### src/shared/dlr_consts.svh
// Offsets, subindices, presets and field positions of the drive limit and hardware info block
`ifndef DLR_CONSTS_SVH
`define DLR_CONSTS_SVH
`define DLR_IDX_LIMIT_REACT   16'h3701
`define DLR_IDX_HW_INFO       16'h4012
`define DLR_IDX_HW_CFG        16'h4013
`define DLR_IDX_OP_COND       16'h4014
`define DLR_IDX_BALLAST       16'h4021
`define DLR_SUB_COUNT         8'h00
`define DLR_SUB_1             8'h01
`define DLR_SUB_2             8'h02
`define DLR_SUB_3             8'h03
`define DLR_SUB_4             8'h04
`define DLR_SUB_5             8'h05
`define DLR_CNT_ONE           32'h0000_0001
`define DLR_CNT_BALLAST       32'h0000_0003
`define DLR_CNT_OP_COND       32'h0000_0005
`define DLR_RST_REACT         16'hffff
`define DLR_RST_HW_CFG        32'h0000_0000
`define DLR_RST_BAL_SET       32'h0000_0001
`define DLR_RST_BAL_LIMIT     32'h0000_6860
`define DLR_RST_BAL_HYST      32'h0000_01f4
`define DLR_REACT_NONE        16'hffff
`define DLR_REACT_SLOW_DIS    16'h0001
`define DLR_REACT_QUICK_DIS   16'h0002
`define DLR_REACT_SLOW_QS     16'h0005
`define DLR_REACT_QUICK_QS    16'h0006
`define DLR_STAT_WARN_BIT     7
`define DLR_CMD_QS_BIT        2
`define DLR_BAL_EN_BIT        0
`endif

### src/shared/dlr_pkg.sv
// Types shared by the drive limit and hardware info block
package dlr_pkg;
  typedef struct packed {
    logic        req;
    logic        wr;
    logic [15:0] index;
    logic [7:0]  subindex;
    logic [31:0] wdata;
  } dlr_od_req_t;

  typedef struct packed {
    logic        ack;
    logic        err;
    logic [31:0] rdata;
  } dlr_od_rsp_t;

  typedef struct packed {
    logic [31:0] supply_mv;
    logic [31:0] logic_mv;
    logic [31:0] board_temp;
  } dlr_sense_t;

  typedef enum logic [2:0] {
    DLR_OP_ENABLED,
    DLR_BRAKE_DIS,
    DLR_BRAKE_QS,
    DLR_SWITCH_ON_DISABLED,
    DLR_QUICK_STOP_ACTIVE
  } dlr_state_t;

  typedef enum logic [1:0] {
    DLR_RAMP_NONE,
    DLR_RAMP_SLOW,
    DLR_RAMP_QUICK
  } dlr_ramp_t;
endpackage : dlr_pkg

### src/hw/dlr_block.sv
// Object-dictionary register bank with limit-overrun reaction and ballast control
// Overview of operation
// - On limit overrun set state-word bit 7 warning, then run selected reaction.
// - Reaction code is signed 16-bit read/write, not process-mapped, preset all ones.
// - Reaction code minus one means no reaction, e.g. for homing.
// - Codes 1 and 2 brake slow or quick, then go switch-on-disabled.
// - Codes 5 and 6 brake slow or quick, then quick-stop-active, motor energized.
// - Entering quick-stop-active never clears command-word quick-stop bit 2 itself.
// - Hardware info reports EEPROM size in bytes, read-only, zero means none.
// - Readings: supply mV at 01, logic mV at 02, board temp at 03.
// - Readings are read-only signed 32-bit, entry count reads 5.
// - Hardware configuration word at subindex 01 is read/write, preset zero.
// - Ballast object turns circuit on or off and sets response threshold.
// - Ballast settings bit 0 enables circuit; preset enables it.
// - Threshold at subindex 02 preset 6860 hex, hysteresis at 03 preset 1f4.
`timescale 1ns/1ps
`include "dlr_consts.svh"

module dlr_block #(
  parameter logic [31:0] EEPROM_BYTES = 32'h0000_0000
) (
  input  wire logic                 ref_clk,
  input  wire logic                 rst_n,
  input  wire dlr_pkg::dlr_od_req_t od_req,
  output dlr_pkg::dlr_od_rsp_t      od_rsp,
  input  wire dlr_pkg::dlr_sense_t  sense,
  input  wire logic                 limit_overrun,
  input  wire logic                 brake_done,
  input  wire logic [15:0]          command_word,
  output logic [15:0]               device_state_word,
  output dlr_pkg::dlr_state_t       drive_state,
  output dlr_pkg::dlr_ramp_t        brake_ramp,
  output logic                      motor_energized,
  output logic                      ballast_on
);
  import dlr_pkg::*;

  logic [15:0] limit_overrun_reaction;
  logic [31:0] hardware_config_word;
  logic [31:0] ballast_settings;
  logic [31:0] ballast_limit_mv;
  logic [31:0] ballast_hyst_mv;
  logic [2:0]  lim_sync;
  logic        lim_level;
  logic        lim_prev;
  logic        overrun_event;
  logic        warning;
  logic        qs_prev;
  logic        qs_armed;
  dlr_state_t  state;
  dlr_state_t  next_state;
  dlr_ramp_t   next_ramp;
  logic        wr_hit;
  logic        rd_hit;
  logic [31:0] rd_value;
  logic signed [32:0] off_level;

  function automatic logic hit(input logic [15:0] idx, input logic [7:0] sub,
                               input logic [15:0] want_idx, input logic [7:0] want_sub);
    hit = (idx == want_idx) && (sub == want_sub);
  endfunction : hit

  // Overrun comes from a switch pin: three stages, edge counts when stages two and three agree
  always_ff @(posedge ref_clk or negedge rst_n)
  begin
    if (!rst_n)
      lim_sync <= 3'h0;
    else
      lim_sync <= {lim_sync[1:0], limit_overrun};
  end
  always_ff @(posedge ref_clk or negedge rst_n)
  begin
    if (!rst_n)
      lim_level <= 1'b0;
    else if (lim_sync[1] == lim_sync[2])
      lim_level <= lim_sync[2];
  end
  always_ff @(posedge ref_clk or negedge rst_n)
  begin
    if (!rst_n)
      lim_prev <= 1'b0;
    else
      lim_prev <= lim_level;
  end
  assign overrun_event = lim_level && !lim_prev;
  // Register writes; unmapped or read-only targets answer with an error
  assign wr_hit = od_req.req && od_req.wr &&
                  (hit(od_req.index, od_req.subindex, `DLR_IDX_LIMIT_REACT, `DLR_SUB_COUNT)
                || hit(od_req.index, od_req.subindex, `DLR_IDX_HW_CFG, `DLR_SUB_1)
                || hit(od_req.index, od_req.subindex, `DLR_IDX_BALLAST, `DLR_SUB_1)
                || hit(od_req.index, od_req.subindex, `DLR_IDX_BALLAST, `DLR_SUB_2)
                || hit(od_req.index, od_req.subindex, `DLR_IDX_BALLAST, `DLR_SUB_3));
  always_ff @(posedge ref_clk or negedge rst_n)
  begin
    if (!rst_n)
      limit_overrun_reaction <= `DLR_RST_REACT;
    else if (od_req.req && od_req.wr &&
             hit(od_req.index, od_req.subindex, `DLR_IDX_LIMIT_REACT, `DLR_SUB_COUNT))
      limit_overrun_reaction <= od_req.wdata[15:0];
  end
  always_ff @(posedge ref_clk or negedge rst_n)
  begin
    if (!rst_n)
      hardware_config_word <= `DLR_RST_HW_CFG;
    else if (od_req.req && od_req.wr &&
             hit(od_req.index, od_req.subindex, `DLR_IDX_HW_CFG, `DLR_SUB_1))
      hardware_config_word <= od_req.wdata;
  end
  always_ff @(posedge ref_clk or negedge rst_n)
  begin
    if (!rst_n)
    begin
      ballast_settings <= `DLR_RST_BAL_SET;
      ballast_limit_mv <= `DLR_RST_BAL_LIMIT;
      ballast_hyst_mv  <= `DLR_RST_BAL_HYST;
    end
    else if (od_req.req && od_req.wr && od_req.index == `DLR_IDX_BALLAST)
    begin
      if (od_req.subindex == `DLR_SUB_1)
        ballast_settings <= od_req.wdata;
      if (od_req.subindex == `DLR_SUB_2)
        ballast_limit_mv <= od_req.wdata;
      if (od_req.subindex == `DLR_SUB_3)
        ballast_hyst_mv <= od_req.wdata;
    end
  end
  // Read decode
  always_comb
  begin
    rd_hit   = 1'b1;
    rd_value = 32'h0000_0000;
    case (od_req.index)
      `DLR_IDX_LIMIT_REACT:
        if (od_req.subindex == `DLR_SUB_COUNT)
          rd_value = {{16{limit_overrun_reaction[15]}}, limit_overrun_reaction};
        else
          rd_hit = 1'b0;
      `DLR_IDX_HW_INFO:
        case (od_req.subindex)
          `DLR_SUB_COUNT: rd_value = `DLR_CNT_ONE;
          `DLR_SUB_1:     rd_value = EEPROM_BYTES;
          default:        rd_hit = 1'b0;
        endcase
      `DLR_IDX_HW_CFG:
        case (od_req.subindex)
          `DLR_SUB_COUNT: rd_value = `DLR_CNT_ONE;
          `DLR_SUB_1:     rd_value = hardware_config_word;
          default:        rd_hit = 1'b0;
        endcase
      `DLR_IDX_OP_COND:
        case (od_req.subindex)
          `DLR_SUB_COUNT: rd_value = `DLR_CNT_OP_COND;
          `DLR_SUB_1:     rd_value = sense.supply_mv;
          `DLR_SUB_2:     rd_value = sense.logic_mv;
          `DLR_SUB_3:     rd_value = sense.board_temp;
          `DLR_SUB_4, `DLR_SUB_5: rd_value = 32'h0000_0000;
          default:        rd_hit = 1'b0;
        endcase
      `DLR_IDX_BALLAST:
        case (od_req.subindex)
          `DLR_SUB_COUNT: rd_value = `DLR_CNT_BALLAST;
          `DLR_SUB_1:     rd_value = ballast_settings;
          `DLR_SUB_2:     rd_value = ballast_limit_mv;
          `DLR_SUB_3:     rd_value = ballast_hyst_mv;
          default:        rd_hit = 1'b0;
        endcase
      default:
        rd_hit = 1'b0;
    endcase
  end
  // Answer one cycle after the request; read-only entries refuse writes
  always_ff @(posedge ref_clk or negedge rst_n)
  begin
    if (!rst_n)
      od_rsp <= '0;
    else
    begin
      od_rsp.ack   <= od_req.req;
      od_rsp.err   <= od_req.req && (od_req.wr ? !wr_hit : !rd_hit);
      od_rsp.rdata <= (od_req.req && !od_req.wr && rd_hit) ? rd_value : 32'h0000_0000;
    end
  end
  // Quick-stop bit is only observed, never written here; re-arm needs a 0 then 1
  always_ff @(posedge ref_clk or negedge rst_n)
  begin
    if (!rst_n)
      qs_prev <= 1'b1; // Idle level of the bit, so no false rising edge after reset
    else
      qs_prev <= command_word[`DLR_CMD_QS_BIT];
  end
  always_ff @(posedge ref_clk or negedge rst_n)
  begin
    if (!rst_n)
      qs_armed <= 1'b0;
    else if (state != DLR_QUICK_STOP_ACTIVE)
      qs_armed <= 1'b0;
    else if (!command_word[`DLR_CMD_QS_BIT])
      qs_armed <= 1'b1;
  end

  always_comb
  begin
    next_state = state;
    next_ramp  = DLR_RAMP_NONE;
    case (state)
      DLR_OP_ENABLED:
        if (overrun_event)
        begin
          case (limit_overrun_reaction)
            `DLR_REACT_SLOW_DIS, `DLR_REACT_QUICK_DIS:
              next_state = DLR_BRAKE_DIS;
            `DLR_REACT_SLOW_QS, `DLR_REACT_QUICK_QS:
              next_state = DLR_BRAKE_QS;
            default:
              next_state = DLR_OP_ENABLED;
          endcase
          case (limit_overrun_reaction)
            `DLR_REACT_SLOW_DIS, `DLR_REACT_SLOW_QS:
              next_ramp = DLR_RAMP_SLOW;
            `DLR_REACT_QUICK_DIS, `DLR_REACT_QUICK_QS:
              next_ramp = DLR_RAMP_QUICK;
            default:
              next_ramp = DLR_RAMP_NONE;
          endcase
        end
      DLR_BRAKE_DIS:
        if (brake_done)
          next_state = DLR_SWITCH_ON_DISABLED;
      DLR_BRAKE_QS:
        if (brake_done)
          next_state = DLR_QUICK_STOP_ACTIVE;
      DLR_QUICK_STOP_ACTIVE:
        if (qs_armed && command_word[`DLR_CMD_QS_BIT] && !qs_prev)
          next_state = DLR_OP_ENABLED;
      DLR_SWITCH_ON_DISABLED:
        next_state = DLR_SWITCH_ON_DISABLED;
      default:
        next_state = DLR_OP_ENABLED;
    endcase
  end
  always_ff @(posedge ref_clk or negedge rst_n)
  begin
    if (!rst_n)
      state <= DLR_OP_ENABLED;
    else
      state <= next_state;
  end
  always_ff @(posedge ref_clk or negedge rst_n)
  begin
    if (!rst_n)
      brake_ramp <= DLR_RAMP_NONE;
    else if (state == DLR_OP_ENABLED)
      brake_ramp <= next_ramp;
    else if ((state == DLR_BRAKE_DIS || state == DLR_BRAKE_QS) && brake_done)
      brake_ramp <= DLR_RAMP_NONE;
  end
  // Warning outlives a no-reaction overrun, so the host still sees it while homing
  always_ff @(posedge ref_clk or negedge rst_n)
  begin
    if (!rst_n)
      warning <= 1'b0;
    else if (overrun_event)
      warning <= 1'b1;
    else if (state == DLR_QUICK_STOP_ACTIVE && next_state == DLR_OP_ENABLED)
      warning <= 1'b0;
  end
  assign drive_state     = state;
  assign motor_energized = (state != DLR_SWITCH_ON_DISABLED);
  always_comb
  begin
    device_state_word = 16'h0000;
    device_state_word[`DLR_STAT_WARN_BIT] = warning;
  end
  // Ballast comparator with hysteresis; supply reading is treated as signed
  assign off_level = $signed({1'b0, ballast_limit_mv}) - $signed({1'b0, ballast_hyst_mv});
  always_ff @(posedge ref_clk or negedge rst_n)
  begin
    if (!rst_n)
      ballast_on <= 1'b0;
    else if (!ballast_settings[`DLR_BAL_EN_BIT])
      ballast_on <= 1'b0;
    else if ($signed({sense.supply_mv[31], sense.supply_mv}) >
             $signed({1'b0, ballast_limit_mv}))
      ballast_on <= 1'b1;
    else if ($signed({sense.supply_mv[31], sense.supply_mv}) < off_level)
      ballast_on <= 1'b0;
  end
endmodule : dlr_block

### config.mk
export PLATFORM = sky130hd
export DESIGN_NAME = dlr_block
export DESIGN_NICKNAME = d
export VERILOG_FILES = /design/src/shared/dlr_pkg.sv /design/src/hw/dlr_block.sv
export VERILOG_INCLUDE_DIRS = /design/src /design/src/shared
export SDC_FILE = /design/constraint.sdc
export NUM_CORES = 1
export LEC_CHECK = 0
export ABC_AREA = 1
export BUFFER_PORTS_ARGS = -buffer_cell sky130_fd_sc_hd__buf_4
export CORE_MARGIN = 2
export CORE_UTILIZATION = 40
export DETAILED_ROUTE_END_ITERATION = 10
export SETUP_SLACK_MARGIN = 0.4
export SYNTH_ARGS = -nofsm -noshare
export SYNTH_HDL_FRONTEND = slang
export SYNTH_SLANG_ARGS = --single-unit
### constraint.sdc
create_clock -name ref_clk -period 4.3 [get_ports ref_clk]
set_clock_uncertainty 0.15 [all_clocks]
set_input_delay 0.645 -clock ref_clk [delete_from_list [all_inputs] [get_ports ref_clk]]
set_output_delay 0.645 -clock ref_clk [all_outputs]
set_load 0.05 [all_outputs]
### After elaboration in Yosys (flattened, before gate mapping)

Cells that the tools add are included.

* flip-flop bits (word level): 192
* memory bits (writable): 0
* memory bits (read-only): 0
* latch bits: 0
* memories: 0
* input bits: 174
* word-level logic and storage cells: 117

* bitwise logic cells: 0
* add/subtract/negate cells: 1
* multipliers: 0
* shifts and indexed selects: 0
* equality and inequality tests: 23
* divide/modulo/power cells: 0
* mux-type cells: 30
* reductions and logical operators: 44
* magnitude comparators: 2

Operators with widths (count)
* $pmux 32 s4: 2
* $pmux 32 s5: 1
* $eq 16x15->1 const B: 4
* $mux 32: 2
* $pmux 32 s2: 1
* $gt 32x33->1: 1
* $lt 32x33->1: 1
* $sub 32x32->33: 1
* $eq 16x3->1 const B: 2
* $logic_and 1x1->1: 18
* $eq 16x1->1 const B: 1
* $eq 16x14->1 const B: 1
* $eq 16x2->1 const B: 1
* $eq 8x2->1 const B: 2
* $eq 8x3->1 const B: 2
* $pmux 3 s5: 1
* $mux 1: 13
* $mux 3: 4
* $reduce_or 2->1: 6
* $eq 8x1->1 const B: 1
* $logic_not 8->1: 1
* $pmux 2 s2: 2
* $eq 3x2->1 const B: 2
* $logic_not 3->1: 2
* other kinds (15): 28

### Depth between registers and ports, before layout

Gate-level depths: netlist of the first run.

* word-level depth: 10
* gate-level depth with buffers: 24
* depth with buffers taken out: 24

### Least setup slack after synthesis of the first run

Ideal clock, no wire load.

* path kind: register -> register
* from: reg ballast_limit_mv[0]
* to: reg ballast_on
* data required time: 4.032 ns
* path slack: 1.165 ns
* data arrival time: 2.867 ns
* path buffers: 0
* stages on the path, launching flop included: 22
* period minus slack after synthesis: 3.135 ns
* cell sequence: dfrtp_1 > inv_1 > ha_1 > inv_1 > fa_1 > nand3_1 > nand2_1 > a21boi_0 > o21ai_1 > nand3_1 > nand2_1 > xor2_1 > ha_1 > nand2_1 > nor2_1 > nand2_1 > nor4_1 > nand2_1 > nand2_1 > nand2_1 > nand4_1 > nand2_1

* longest elaborated chain between the ends: 3

RTL lines
* start: declaration: line dlr_block.sv:41 `logic [31:0] ballast_limit_mv;`
* start signal: assignment: line dlr_block.sv:114 `` ballast_limit_mv <= `DLR_RST_BAL_LIMIT; ``
* start signal: assignment: line dlr_block.sv:122 `ballast_limit_mv <= od_req.wdata;`
* $sub 32x32->33 or $gt 32x33->1 (tied branches): line dlr_block.sv:275, dlr_block.sv:282
* $lt 32x33->1 or $mux 1 (tied branches): line dlr_block.sv:285, dlr_block.sv:282
* $ne 3x1->1 (no source line) or $mux 1 (tied branches)
* end signal: assignment: line dlr_block.sv:279 `ballast_on <= 1'b0;`
* end signal: assignment: line dlr_block.sv:284 `ballast_on <= 1'b1;`
* end signal: assignment: line dlr_block.sv:286 `ballast_on <= 1'b0;`
* end: declaration: line dlr_block.sv:34 `output logic ballast_on`

Parallel ways exist; a longest one is shown, timed or not.
A chain may end at the register's enable or synchronous reset.

### Worst setup path after layout of the first run

Same ends and word-level chain as after synthesis.

==> metrics.md, run 1 <==
| Metric | Value |
|---|---|
| Seq pwr share | `47.7%` |
| Reg clk slew, reported paths | `0.08 ns` |
| Crit Path Max Fanout | `4` |
| Clock root buffer master | `clkbuf_16` |
| Most frequent cells in the layout | `nand2_1, inv_1, buf_4` |
| Reg2Reg Depth | `24` |
| Overall die height | `185 µm` |
| Internal | `0.00279 W` |
| Unique cell type count in the Yosys netlist | `46` |
| RSZ-0062 raised after global routing | `false` |
| Starting Density | `40.4%` |
| Final Hold Viols | `0` |
| Setup TNS | `0 ns` |
| First DRT Iteration DRCs | `1053` |
| Via density | `5.06` |
| Arrival time worst endpoint | `3.77 ns` |
| H-tree Lvls | `4` |
| Die ar. | `0.0342 mm²` |
| Layout cells sized above 1 | `15.5%` |
| Final count of negative-setup-slack endpoints | `0` |
| Yosys warns | `0` |
| Ports | `231` |
| Hold path startpoint | `limit_overrun` |
| # DRC | `0` |
| Pre-CTS WS | `0.503 ns` |
| CTS Buffer Depth | `2` |
| Reg2reg start | `ballast_limit_mv[0]$_DFFE_PN0P_` |
| Area growth syn-to-layout | `18.3%` |
| Gpl congestion | `0.903` |
| DRT Wirelength | `43800 µm` |
| Prevailing post-synth register cell | `dfrtp_1` |
| Commonest non-fill, non-tap cell in the layout | `nand2_1` |
| CTS tree | `yes` |
| Register area share after synthesis | `37.0%` |
| FFs w/ async S/R, synth | `100%` |
| Cell taking the most area after synthesis | `dfrtp_1` |
| Minimum clock period | `3.57 ns` |
| Worst R2R End | `ballast_on$_DFFE_PN0P_` |
| Core area | `0.0324 mm²` |
| Cells after Synth | `1841` |
| HP Class | `in2reg` |
| Final-stage net count | `2282` |
| Number of antenna diodes | `0` |
| R2r setup slk | `0.73 ns` |
| Switch Pwr | `0.00101 W` |
| Synth top area share | `31.2%` |
| Rows | `66` |
| Worst setup margin | `0.729 ns` |
| Switching Share | `26.6%` |
| Leak Pwr | `7.63 nW` |
| Total gr overflow | `0` |
| Final antenna-violating net count | `0` |
| Initial antenna violation count | `0` |
| Avg Cell Area, Syn | `7.10 µm²` |
| Combinational cell fraction of total power | `9.4%` |
| Pre-antenna DRT Iters | `5` |
| Outcome | `finished clean` |
| First-pass GRT wire length | `67000 µm` |
| Worst Setup Path Type | `reg2reg` |
| Largest net degree at the start of global routing | `109` |
| Cell count of the worst hold path | `1` |
| Clock buffer count from CTS | `17` |
| Final slew viol count | `0` |
| CP Data Required Time | `4.50 ns` |
| Post-route clock period utilization | `83.0%` |
| Worst slew margin | `32.0%` |
| Drt wl/cell | `17.8 µm` |
| Global Route Usage Sum | `25.9%` |
| Detailed placement HPWL | `33500 µm` |
| Worst Setup Start Kind | `flip-flop` |
| Synth Register Bits | `192` |
| Hold EP | `lim_sync[0]$_DFF_PN0_` |
| Clk Latency, worst-skew pair | `0.45 ns` |
| Max VDD drop | `0.000311 V` |
| Number of max-cap violations | `0` |
| IO Port Bufs | `200` |
| Clock sink total | `192` |
| Clock group share of total power | `42.9%` |
| Post-Syn Area | `0.0131 mm²` |
| Crit. End Element | `flip-flop` |
| Detailed-route via count | `12500` |
| Vias in the first global route | `11900` |
| Worst Max-Slew Pin Slew | `1.02 ns` |
| Power Dens Cells | `246 mW/mm²` |
| Fmax achieved | `280 MHz` |
| Top post-synthesis cells by area | `dfrtp_1, nand2_1, ha_1, inv_1, o21ai_0` |
| Die X | `185 µm` |
| Post-synth EDFFs | `0` |
==> cells by family after synthesis <==
group / count (synthesis) / synth area share, %
AND/OR/NAND/NOR: 806 / 25.4
buffers and inverters: 339 / 10.9
XOR/XNOR: 28 / 1.87
AO/OA/AOI/OAI: 376 / 15.2
other: 1 / 0.0287
flip-flops: 192 / 37.0
adder cells (fa/ha/maj): 99 / 9.51
==> power groups by stage <==
stage | clock network (W) | logic, W | registers [W]
after detailed placement | 0 | 0.000361 | 0.00185
after global placement | 0 | 0.000356 | 0.00185
final | 0.00163 | 0.000359 | 0.00181
after floorplan | 0 | 0.000141 | 0.00185
after global routing | 0.00172 | 0.000399 | 0.00181
after CTS | 0.00166 | 0.000363 | 0.00181
==> sequential cells by signal (all words and copies together), names as in the netlist <==
signal / flops
ballast_hyst_mv: 32
ballast_limit_mv: 32
warning: 1
hardware_config_word: 32
qs_prev: 1
lim_prev: 1
drive_state: 3
lim_sync: 3
lim_level: 1
qs_armed: 1
brake_ramp: 2
limit_overrun_reaction: 16
od_rsp: 34
ballast_settings: 32
ballast_on: 1
==> worst max-delay path by stage <==
stage	from	end	slack [ns]	cells after the start
3_3_place_gp	ballast_limit_mv[0]$_DFFE_PN0P_	ballast_on$_DFFE_PN0P_	0.54	21
3_5_place_dp	ballast_limit_mv[0]$_DFFE_PN0P_	ballast_on$_DFFE_PN0P_	0.50	21
4_1_cts	ballast_limit_mv[0]$_DFFE_PN0P_	ballast_on$_DFFE_PN0P_	0.49	21
5_1_grt	ballast_limit_mv[0]$_DFFE_PN0P_	ballast_on$_DFFE_PN0P_	0.43	24
2_1_floorplan	ballast_limit_mv[0]$_DFFE_PN0P_	ballast_on$_DFFE_PN0P_	1.17	21
6_report	ballast_limit_mv[0]$_DFFE_PN0P_	ballast_on$_DFFE_PN0P_	0.73	24
==> worst max-delay path: stages, from the launching register on <==
cell and delay [ns]:
dfrtp_1 0.45, inv_1 0.09, ha_1 0.14, inv_1 0.06
fa_1 0.40, nand3_1 0.08, nand2_1 0.16, nand2_1 0.10
nand2_1 0.11, nand2_1 0.08, nand2_1 0.09, nand3_1 0.09
nand2_1 0.13, nand2_1 0.09, nand3_1 0.08, ha_1 0.35
nand2_1 0.09, nor2_1 0.16, nand2_1 0.09, nor4_1 0.17
nand2_1 0.10, nand2_1 0.06, nand2_1 0.04, nand4_1 0.06
nand2_1 0.05
==> layout make-up <==
cell class	count	area, µm²
fill	3366	16900
clock buffer	18	439
sequential	192	4840
multi-input combinational	1324	6880
tap	442	553
clock inverter	14	144
timing repair buffer	213	1630
inverter	262	986
==> cells in the mapped netlist, drive strengths merged (2+ instances only) <==
| cell type | n |
|---|---|
| a21boi | 3 |
| a21o | 6 |
| a21oi | 76 |
| a31o | 3 |
| a31oi | 2 |
| buf | 49 |
| clkbuf | 28 |
| dfrtp | 163 |
| dfstp | 29 |
| ha | 97 |
| inv | 261 |
| nand2 | 528 |
| nand3 | 70 |
| nand3b | 3 |
| nand4 | 16 |
| nor2 | 172 |
| nor3 | 12 |
| nor4 | 3 |
| o2111ai | 2 |
| o211ai | 2 |
| o21a | 4 |
| o21ai | 244 |
| o21bai | 9 |
| o22ai | 25 |
| xnor2 | 13 |
| xor2 | 15 |
==> stage by stage <==
step                std cells  total power (W)  utilization (%)  hold slack (ns)  cell area, µm²
finish                   2465          0.00380             47.8            0.153           15500
global route             2465          0.00393             47.8            0.133           15500
CTS                      2465          0.00383             47.8            0.146           15500
detailed placement       2432          0.00221             46.0            0.188           14900
global placement         2432          0.00220             46.0            0.186           14900
floorplan                1855          0.00199                -            0.181           13100
==> timing repair <==
action                                 4_1_cts  5_1_grt
endpoints found under the hold margin       27        0
resized for setup                            0        4
hold buffers                                 1        0
setup endpoints to repair                    0        1
buffers inserted                             0        0
==> metal layers <==
metal / routed length, µm / GRT usage (%) / vias up
li1: - / - / 6211
met1: 18500 / 33.0 / 5793
met2: 21700 / 45.3 / 413
met3: 2530 / 3.81 / 50
met4: 1080 / 8.25 / 0
met5: 0 / 0 / -
Power figures use the tool's default switching activity.
==> run 2, diff against run 1 <==
--- a/config.mk
+++ b/config.mk
@@ -6,7 +6,7 @@
 export SDC_FILE = /design/constraint.sdc
 export NUM_CORES = 1
 export LEC_CHECK = 0
-export ABC_AREA = 1
+export ABC_AREA = 0
 export BUFFER_PORTS_ARGS = -buffer_cell sky130_fd_sc_hd__buf_4
 export CORE_MARGIN = 2
 export CORE_UTILIZATION = 40
==> constraint.sdc (replaced) <==
create_clock -name ref_clk -period 3.3 [get_ports ref_clk]
set_clock_uncertainty 0.15 [all_clocks]
set_input_delay 0.495 -clock ref_clk [delete_from_list [all_inputs] [get_ports ref_clk]]
set_output_delay 0.495 -clock ref_clk [all_outputs]
set_load 0.05 [all_outputs]
==> metrics.md, run 2 <==
| Metric | Value |
|---|---|
| Outcome | `finished with violations` |
| Violated checks | `negative setup slack` |
| Core area | `0.0299 mm² (-7.7%)` |
| Fmax achieved | `235 MHz (-16%)` |
| Synth Register Bits | `192 (unchanged)` |
| Top delay family on crit path | `compound AO/OA/AOI/OAI gates` |
| Worst setup margin | `-0.954 ns (-1.68 ns)` |
| Via density | `5.46 (+8.0%)` |
| Top post-synthesis cells by area | `dfrtp_1, mux2_2, ha_1, dfstp_2, o21ai_0` |
| Hold EP | `od_rsp[33]$_DFF_PN0_` |
| Reg2reg start | `ballast_limit_mv[0]$_DFFE_PN0P_` |
| Crit. End Element | `flip-flop` |
| Worst R2R End | `ballast_on$_DFFE_PN0P_` |
| Hold path startpoint | `od_req[57]` |
| Final-stage net count | `1735 (-24%)` |
| Number of antenna diodes | `0 (unchanged)` |
| Cell taking the most area after synthesis | `dfrtp_1` |
| Initial antenna violation count | `0 (unchanged)` |
| Starting Density | `40.9% (+0.49 points)` |
| Clock buffer count from CTS | `17 (unchanged)` |
| Leak Pwr | `7.22 nW (-5.3%)` |
| CTS tree | `yes` |
| Area growth syn-to-layout | `26.4%` |
| CP Launch Point | `ballast_limit_mv[0]$_DFFE_PN0P_` |
| Worst Setup Start Kind | `flip-flop` |
| Total gr overflow | `0 (unchanged)` |
| Placement Cell Area | `0.0148 mm² (-0.86%)` |
| Detailed-route via count | `10200 (-18%)` |
| H-tree Lvls | `4 (unchanged)` |
| CP Data Required Time | `3.47 ns (-1.03 ns)` |
| Overall die height | `179 µm (-3.3%)` |
| HP Class | `in2reg` |
| Pre-antenna DRT Iters | `5 (unchanged)` |
| Commonest non-fill, non-tap cell in the layout | `buf_4` |
| CTS Buffer Depth | `2 (unchanged)` |
| Worst-path cell chain | `inv_2, ha_4, inv_2, fa_2, a211oi_4, o21ai_2, a2111o_1, a31o_2, buf_4, and3_4, a31oi_4, o21bai_1, a21oi_2, xnor2_1, ha_1, a21o_1, a21o_1, a21oi_1, o2111ai_1, o21ai_0, o211ai_1` |
| Max reg flops | `34 (unchanged)` |
| Reg clk slew, reported paths | `0.08 ns (about the same)` |
| Detailed placement HPWL | `26200 µm (-22%)` |
| Worst Max-Slew Pin Slew | `0.551 ns (-0.468 ns)` |
| # DRC | `0 (unchanged)` |
| Ports | `231 (unchanged)` |
| R2r setup slk | `-0.95 ns (-1.68 ns)` |
| Largest net degree at the start of global routing | `79 (-28%)` |
| Die ar. | `0.0320 mm² (-6.4%)` |
| Final Hold Viols | `0 (unchanged)` |
| Post-Syn Area | `0.0122 mm² (-6.6%)` |
| Cells after Synth | `1194 (-35%)` |
| Number of max-cap violations | `0 (unchanged)` |
| DRT Wirelength | `34900 µm (-20%)` |
| Pre-CTS WS | `-1.01 ns (-1.51 ns)` |
| Drt wl/cell | `18.7 µm (+5.1%)` |
| First-pass GRT wire length | `55900 µm (-17%)` |
| Cell count of the worst hold path | `1 (unchanged)` |
| Arrival time worst endpoint | `4.42 ns (+0.65 ns)` |
| Final Instance Area | `0.0154 mm² (-0.20%)` |
| Clk Latency, worst-skew pair | `0.45 ns (about the same)` |
| Crit Path Max Fanout | `3 (-1)` |
| CP peak stage delay | `0.39 ns (-0.06 ns)` |
| Rows | `63 (-4.5%)` |
| Clock sink total | `192 (unchanged)` |
| Gpl congestion | `0.857 (-5.1%)` |
| Final slew viol count | `0 (unchanged)` |
| Minimum clock period | `4.25 ns (+0.682 ns)` |
| Worst slew margin | `63.3% (+31 points)` |
| Unique cell type count in the Yosys netlist | `70 (+52%)` |
| IO Port Bufs | `200 (unchanged)` |
| Worst Setup Path Type | `reg2reg` |
| RSZ-0062 raised after global routing | `true` |
| Reg with most FFs | `od_rsp` |
| Post-synth EDFFs | `0 (unchanged)` |
| Critical path's slowest cell | `dfrtp_1` |
| Die X | `179 µm (-3.3%)` |
| Avg Cell Area, Syn | `10.2 µm² (+44%)` |
| First DRT Iteration DRCs | `528 (-50%)` |
| Setup TNS | `-0.954 ns (-0.954 ns)` |
| Post-route clock period utilization | `129% (+46 points)` |
| Clock root buffer master | `clkbuf_16` |
| Most frequent cells in the layout | `buf_4, mux2_2, dfrtp_1` |
| Max VDD drop | `0.000341 V (+9.8%)` |
| Vias in the first global route | `10500 (-12%)` |
| Final count of negative-setup-slack endpoints | `1 (+1)` |
| Final antenna-violating net count | `0 (unchanged)` |
| Register area share after synthesis | `39.6% (+2.6 points)` |
| Count leader, synth | `mux2_2` |
| Yosys warns | `0 (unchanged)` |
| FFs w/ async S/R, synth | `100% (unchanged)` |
| Prevailing post-synth register cell | `dfrtp_1` |
| Synth top area share | `33.4% (+2.2 points)` |
| Power Dens Cells | `333 mW/mm² (+36%)` |
| Global Route Usage Sum | `22.5% (-3.5 points)` |
| Synth cell count leaders | `mux2_2, dfrtp_1, ha_1` |
| Reg2Reg Depth | `21 (-13%)` |
| CP bufs+invs | `3 (+1)` |
| Layout cells sized above 1 | `38.7% (+23 points)` |
==> run 2: worst max path at each step <==
stage | cells past startpoint | end | slack [ns]
after floorplan | 21 | ballast_on$_DFFE_PN0P_ | -0.75
after global placement | 21 | ballast_on$_DFFE_PN0P_ | -0.91
after detailed placement | 21 | ballast_on$_DFFE_PN0P_ | -1.01
after CTS | 21 | ballast_on$_DFFE_PN0P_ | -1.00
after global routing | 21 | ballast_on$_DFFE_PN0P_ | -1.19
final | 21 | ballast_on$_DFFE_PN0P_ | -0.95
==> run 2: logic make-up after synthesis <==
family / Yosys count / synth area share (%)
AOI/OAI and AO/OA: 310 / 17.1
xor gates and xnor gates: 27 / 1.94
adders and majority gates: 99 / 10.2
buffers and inverters: 151 / 5.36
DFF: 192 / 39.6
muxes: 177 / 16.3
other: 1 / 0.0307
and+or+nand+nor: 237 / 9.53
==> run 2: per-stage QoR <==
stage | hold slack (ns) | power [W] | cells | util, %
after floorplan | 0.0494 | 0.00267 | 1208 | -
after global placement | 0.189 | 0.00298 | 1830 | 49.4
after detailed placement | 0.186 | 0.00298 | 1830 | 49.4
after CTS | 0.0464 | 0.00520 | 1865 | 51.6
after global routing | 0.0533 | 0.00535 | 1866 | 51.7
final | 0.0718 | 0.00515 | 1866 | 51.7
==> run 2: final cells by class <==
class	instances	area, µm²
inverter	79	297
sequential	192	4840
fill	2736	14400
clock inverter	15	195
clock buffer	17	425
tap	390	488
multi-input combinational	865	6820
timing repair buffer	308	2380
==> run 2: repair_timing <==
item	in CTS	in global routing
endpoints found under the setup margin	1	1
hold buffers	3	0
pin swaps	0	2
setup buffers	0	1
resized for setup	1	9
endpoints found under the hold margin	36	0
==> run 2: metal layers <==
| layer | global-route usage, % | routed length [µm] | vias up |
|---|---|---|---|
| li1 | - | - | 4893 |
| met1 | 30.6 | 16200 | 4981 |
| met2 | 37.0 | 16300 | 278 |
| met3 | 3.60 | 1790 | 42 |
| met4 | 6.17 | 626 | 0 |
| met5 | 0 | 0 | - |
==> run 2: power breakdown <==
| part | switching [W] | total, W | leakage [nW] | internal [W] |
|---|---|---|---|---|
| sequential | 0.00000760 | 0.00237 | 2.56 | 0.00236 |
| clock | 0.00105 | 0.00221 | 0.299 | 0.00116 |
| combinational | 0.000320 | 0.000569 | 4.37 | 0.000249 |
| total | 0.00137 | 0.00515 | 7.22 | 0.00377 |
==> run 3, diff against run 2 <==
--- a/config.mk
+++ b/config.mk
@@ -7,10 +7,11 @@
 export NUM_CORES = 1
 export LEC_CHECK = 0
 export ABC_AREA = 0
-export BUFFER_PORTS_ARGS = -buffer_cell sky130_fd_sc_hd__buf_4
+export BUFFER_PORTS_ARGS = -buffer_cell sky130_fd_sc_hd__buf_2
 export CORE_MARGIN = 2
 export CORE_UTILIZATION = 40
 export DETAILED_ROUTE_END_ITERATION = 10
+export RECOVER_POWER = 100
 export SETUP_SLACK_MARGIN = 0.4
 export SYNTH_ARGS = -nofsm -noshare
 export SYNTH_HDL_FRONTEND = slang
==> metrics.md, run 3 (same netlist as run 2, synthesis figures left out) <==
| Metric | Value |
|---|---|
| Gpl congestion | `0.887 (+3.5%)` |
| Area growth syn-to-layout | `21.3%` |
| Grt peak-use layer | `met2` |
| Final-stage net count | `1738 (+0.17%)` |
| Leak Pwr | `6.88 nW (-4.7%)` |
| First-pass GRT wire length | `54800 µm (-2.0%)` |
| Clock root buffer master | `clkbuf_16` |
| Arrival time worst endpoint | `4.50 ns (+0.08 ns)` |
| Die X | `179 µm (unchanged)` |
| Clk Latency, worst-skew pair | `0.45 ns (about the same)` |
| Core area | `0.0299 mm² (unchanged)` |
| Final Total Pwr | `0.00510 W (-0.90%)` |
| Initial antenna violation count | `0 (unchanged)` |
| Reg clk slew, reported paths | `0.08 ns (about the same)` |
| Worst Setup Path Type | `reg2reg` |
| Clock sink total | `192 (unchanged)` |
| Grt met2 use | `35.8% (-1.1 points)` |
| RSZ-0062 raised after global routing | `true` |
| Rows | `63 (unchanged)` |
| Max reg flops | `34 (unchanged)` |
| DRT Wirelength | `34600 µm (-0.95%)` |
| Number of max-cap violations | `1 (+1)` |
| Outcome | `finished with violations` |
| Post-route clock period utilization | `130% (+0.77 points)` |
| Overall die height | `179 µm (unchanged)` |
| Total gr overflow | `0 (unchanged)` |
| Via density | `5.47 (+0.16%)` |
| HP Class | `in2reg` |
| Final count of negative-setup-slack endpoints | `1 (unchanged)` |
| Starting Density | `40.9% (unchanged)` |
| CTS tree | `yes` |
| Max VDD drop | `0.000356 V (+4.4%)` |
| Number of fill cells | `2871 (+4.9%)` |
| Commonest non-fill, non-tap cell in the layout | `mux2_2` |
| Die ar. | `0.0320 mm² (unchanged)` |
| Reg area | `0.00484 mm² (unchanged)` |
| Worst Setup Start Kind | `flip-flop` |
| Worst setup margin | `-0.979 ns (-0.0253 ns)` |
| Worst slew margin | `-45.7% (-110 points)` |
| Met3 global-route usage | `3.35% (-0.25 points)` |
| Final Hold Viols | `0 (unchanged)` |
| Final antenna-violating net count | `0 (unchanged)` |
| Ports | `231 (unchanged)` |
| Clock buffer count from CTS | `17 (unchanged)` |
| Detailed-route via count | `10200 (+0.32%)` |
| Drt wl/cell | `18.5 µm (-1.1%)` |
| Vias in the first global route | `10200 (-2.9%)` |
| Minimum clock period | `4.28 ns (+0.0253 ns)` |
| Detailed placement HPWL | `26000 µm (-0.76%)` |
| # DRC | `0 (unchanged)` |
| Worst Max-Slew Pin Slew | `2.19 ns (+1.63 ns)` |
| Number of antenna diodes | `0 (unchanged)` |
| Hold_ws | `0.146 ns (+0.0743 ns)` |
| First DRT Iteration DRCs | `635 (+20%)` |
| H-tree Lvls | `4 (unchanged)` |
| Layout cells sized above 1 | `34.8% (-3.9 points)` |
| Violated checks | `max-capacitance violations, max-slew violations, negative setup slack` |
| Fmax achieved | `234 MHz (-0.59%)` |
| Power Dens Cells | `344 mW/mm² (+3.3%)` |
| Pre-antenna DRT Iters | `4 (-1)` |
| Crit Path Max Fanout | `3 (unchanged)` |
| Most frequent cells in the layout | `mux2_2, dfrtp_1, buf_2` |
| Reg with most FFs | `od_rsp` |
| Final core utilization | `49.6% (-2.1 points)` |
| CTS Buffer Depth | `2 (unchanged)` |
| Largest net degree at the start of global routing | `86 (+8.9%)` |
| Final slew viol count | `86 (+86)` |
| Met1 Usage GRT | `30.5% (-0.072 points)` |
| CP Data Required Time | `3.52 ns (+0.05 ns)` |
| Global Route Usage Sum | `22.1% (-0.33 points)` |
| IO Port Bufs | `200 (unchanged)` |
| Multi-input gate area | `0.00679 mm² (-0.40%)` |
| Crit. End Element | `flip-flop` |
[run 3: cell types whose count changed in the layout (fill, tap and decap cells not counted), sizes merged]
| cell | delta |
|---|---|
| buf | -53 |
| clkinvlp | -1 |
| inv | +1 |
| clkbuf | +56 |
[run 3: worst paths after layout]
check	depth (start not counted)	endpoint	slack (ns)	start
setup / recovery	21	ballast_on$_DFFE_PN0P_	-0.98	ballast_limit_mv[0]$_DFFE_PN0P_
hold / removal	1	od_rsp[33]$_DFF_PN0_	0.15	od_req[57]
setup reg to reg	21	ballast_on$_DFFE_PN0P_	-0.98	ballast_limit_mv[0]$_DFFE_PN0P_
hold reg to reg	0	lim_sync[1]$_DFF_PN0_	0.23	lim_sync[0]$_DFF_PN0_
max in group asynchronous	3	ballast_limit_mv[11]$_DFFE_PN1P_	0.26	rst_n
min in group asynchronous	2	od_rsp[27]$_DFF_PN0_	1.07	rst_n
[run 3: layer usage]
layer / vias to the layer above / wire, µm
li1: 4896 / -
met1: 5035 / 16500
met2: 262 / 15800
met3: 34 / 1630
met4: 0 / 665
met5: - / 0
[run 3: worst max-delay path: stages, from the launching register on]
cell and delay (ns):
dfrtp_1 0.39, inv_1 0.08, ha_1 0.16, inv_1 0.05, fa_2 0.36, a211oi_4 0.24, o21ai_2 0.10, a2111o_1 0.38
a31o_2 0.26, a21o_1 0.18, a21o_1 0.18, a21o_1 0.19, a21oi_2 0.14, xor2_1 0.08, ha_1 0.30, nand4_1 0.10
nor2_2 0.13, o21ai_1 0.09, o211ai_1 0.09, a31oi_1 0.06, or4_1 0.40, o211ai_1 0.10
[run 3: layout make-up]
type	instances	share of cell area, %
clock buffer	17	2.87
inverter	79	2.00
tap	390	3.29
clock inverter	15	1.32
multi-input combinational	865	45.9
sequential	192	32.7
timing repair buffer	311	12.0
[run 3: timing repair]
item,4_1_cts,5_1_grt
resized for setup,3,2
buffers inserted,0,0
setup endpoints to repair,1,1
hold endpoints to repair,55,0
hold buffers,3,0
[run 3: power by group]
group / switching, W / leakage [nW] / internal, W
Combinational: 0.000317 / 4.03 / 0.000192
Clock: 0.00106 / 0.301 / 0.00116
Sequential: 0.00000812 / 2.56 / 0.00236
Total: 0.00138 / 6.88 / 0.00371
[run 3: stage by stage]
stage               setup TNS (ns)  area [µm²]  setup WS [ns]  instances
finish                      -0.979       14800         -0.979       1869
global route                -12.85       14800          -1.23       1869
CTS                         -0.962       14900         -0.962       1869
detailed placement          -0.981       14300         -0.981       1834
global placement            -0.901       14300         -0.901       1834
floorplan                   -0.752       12300         -0.752       1208
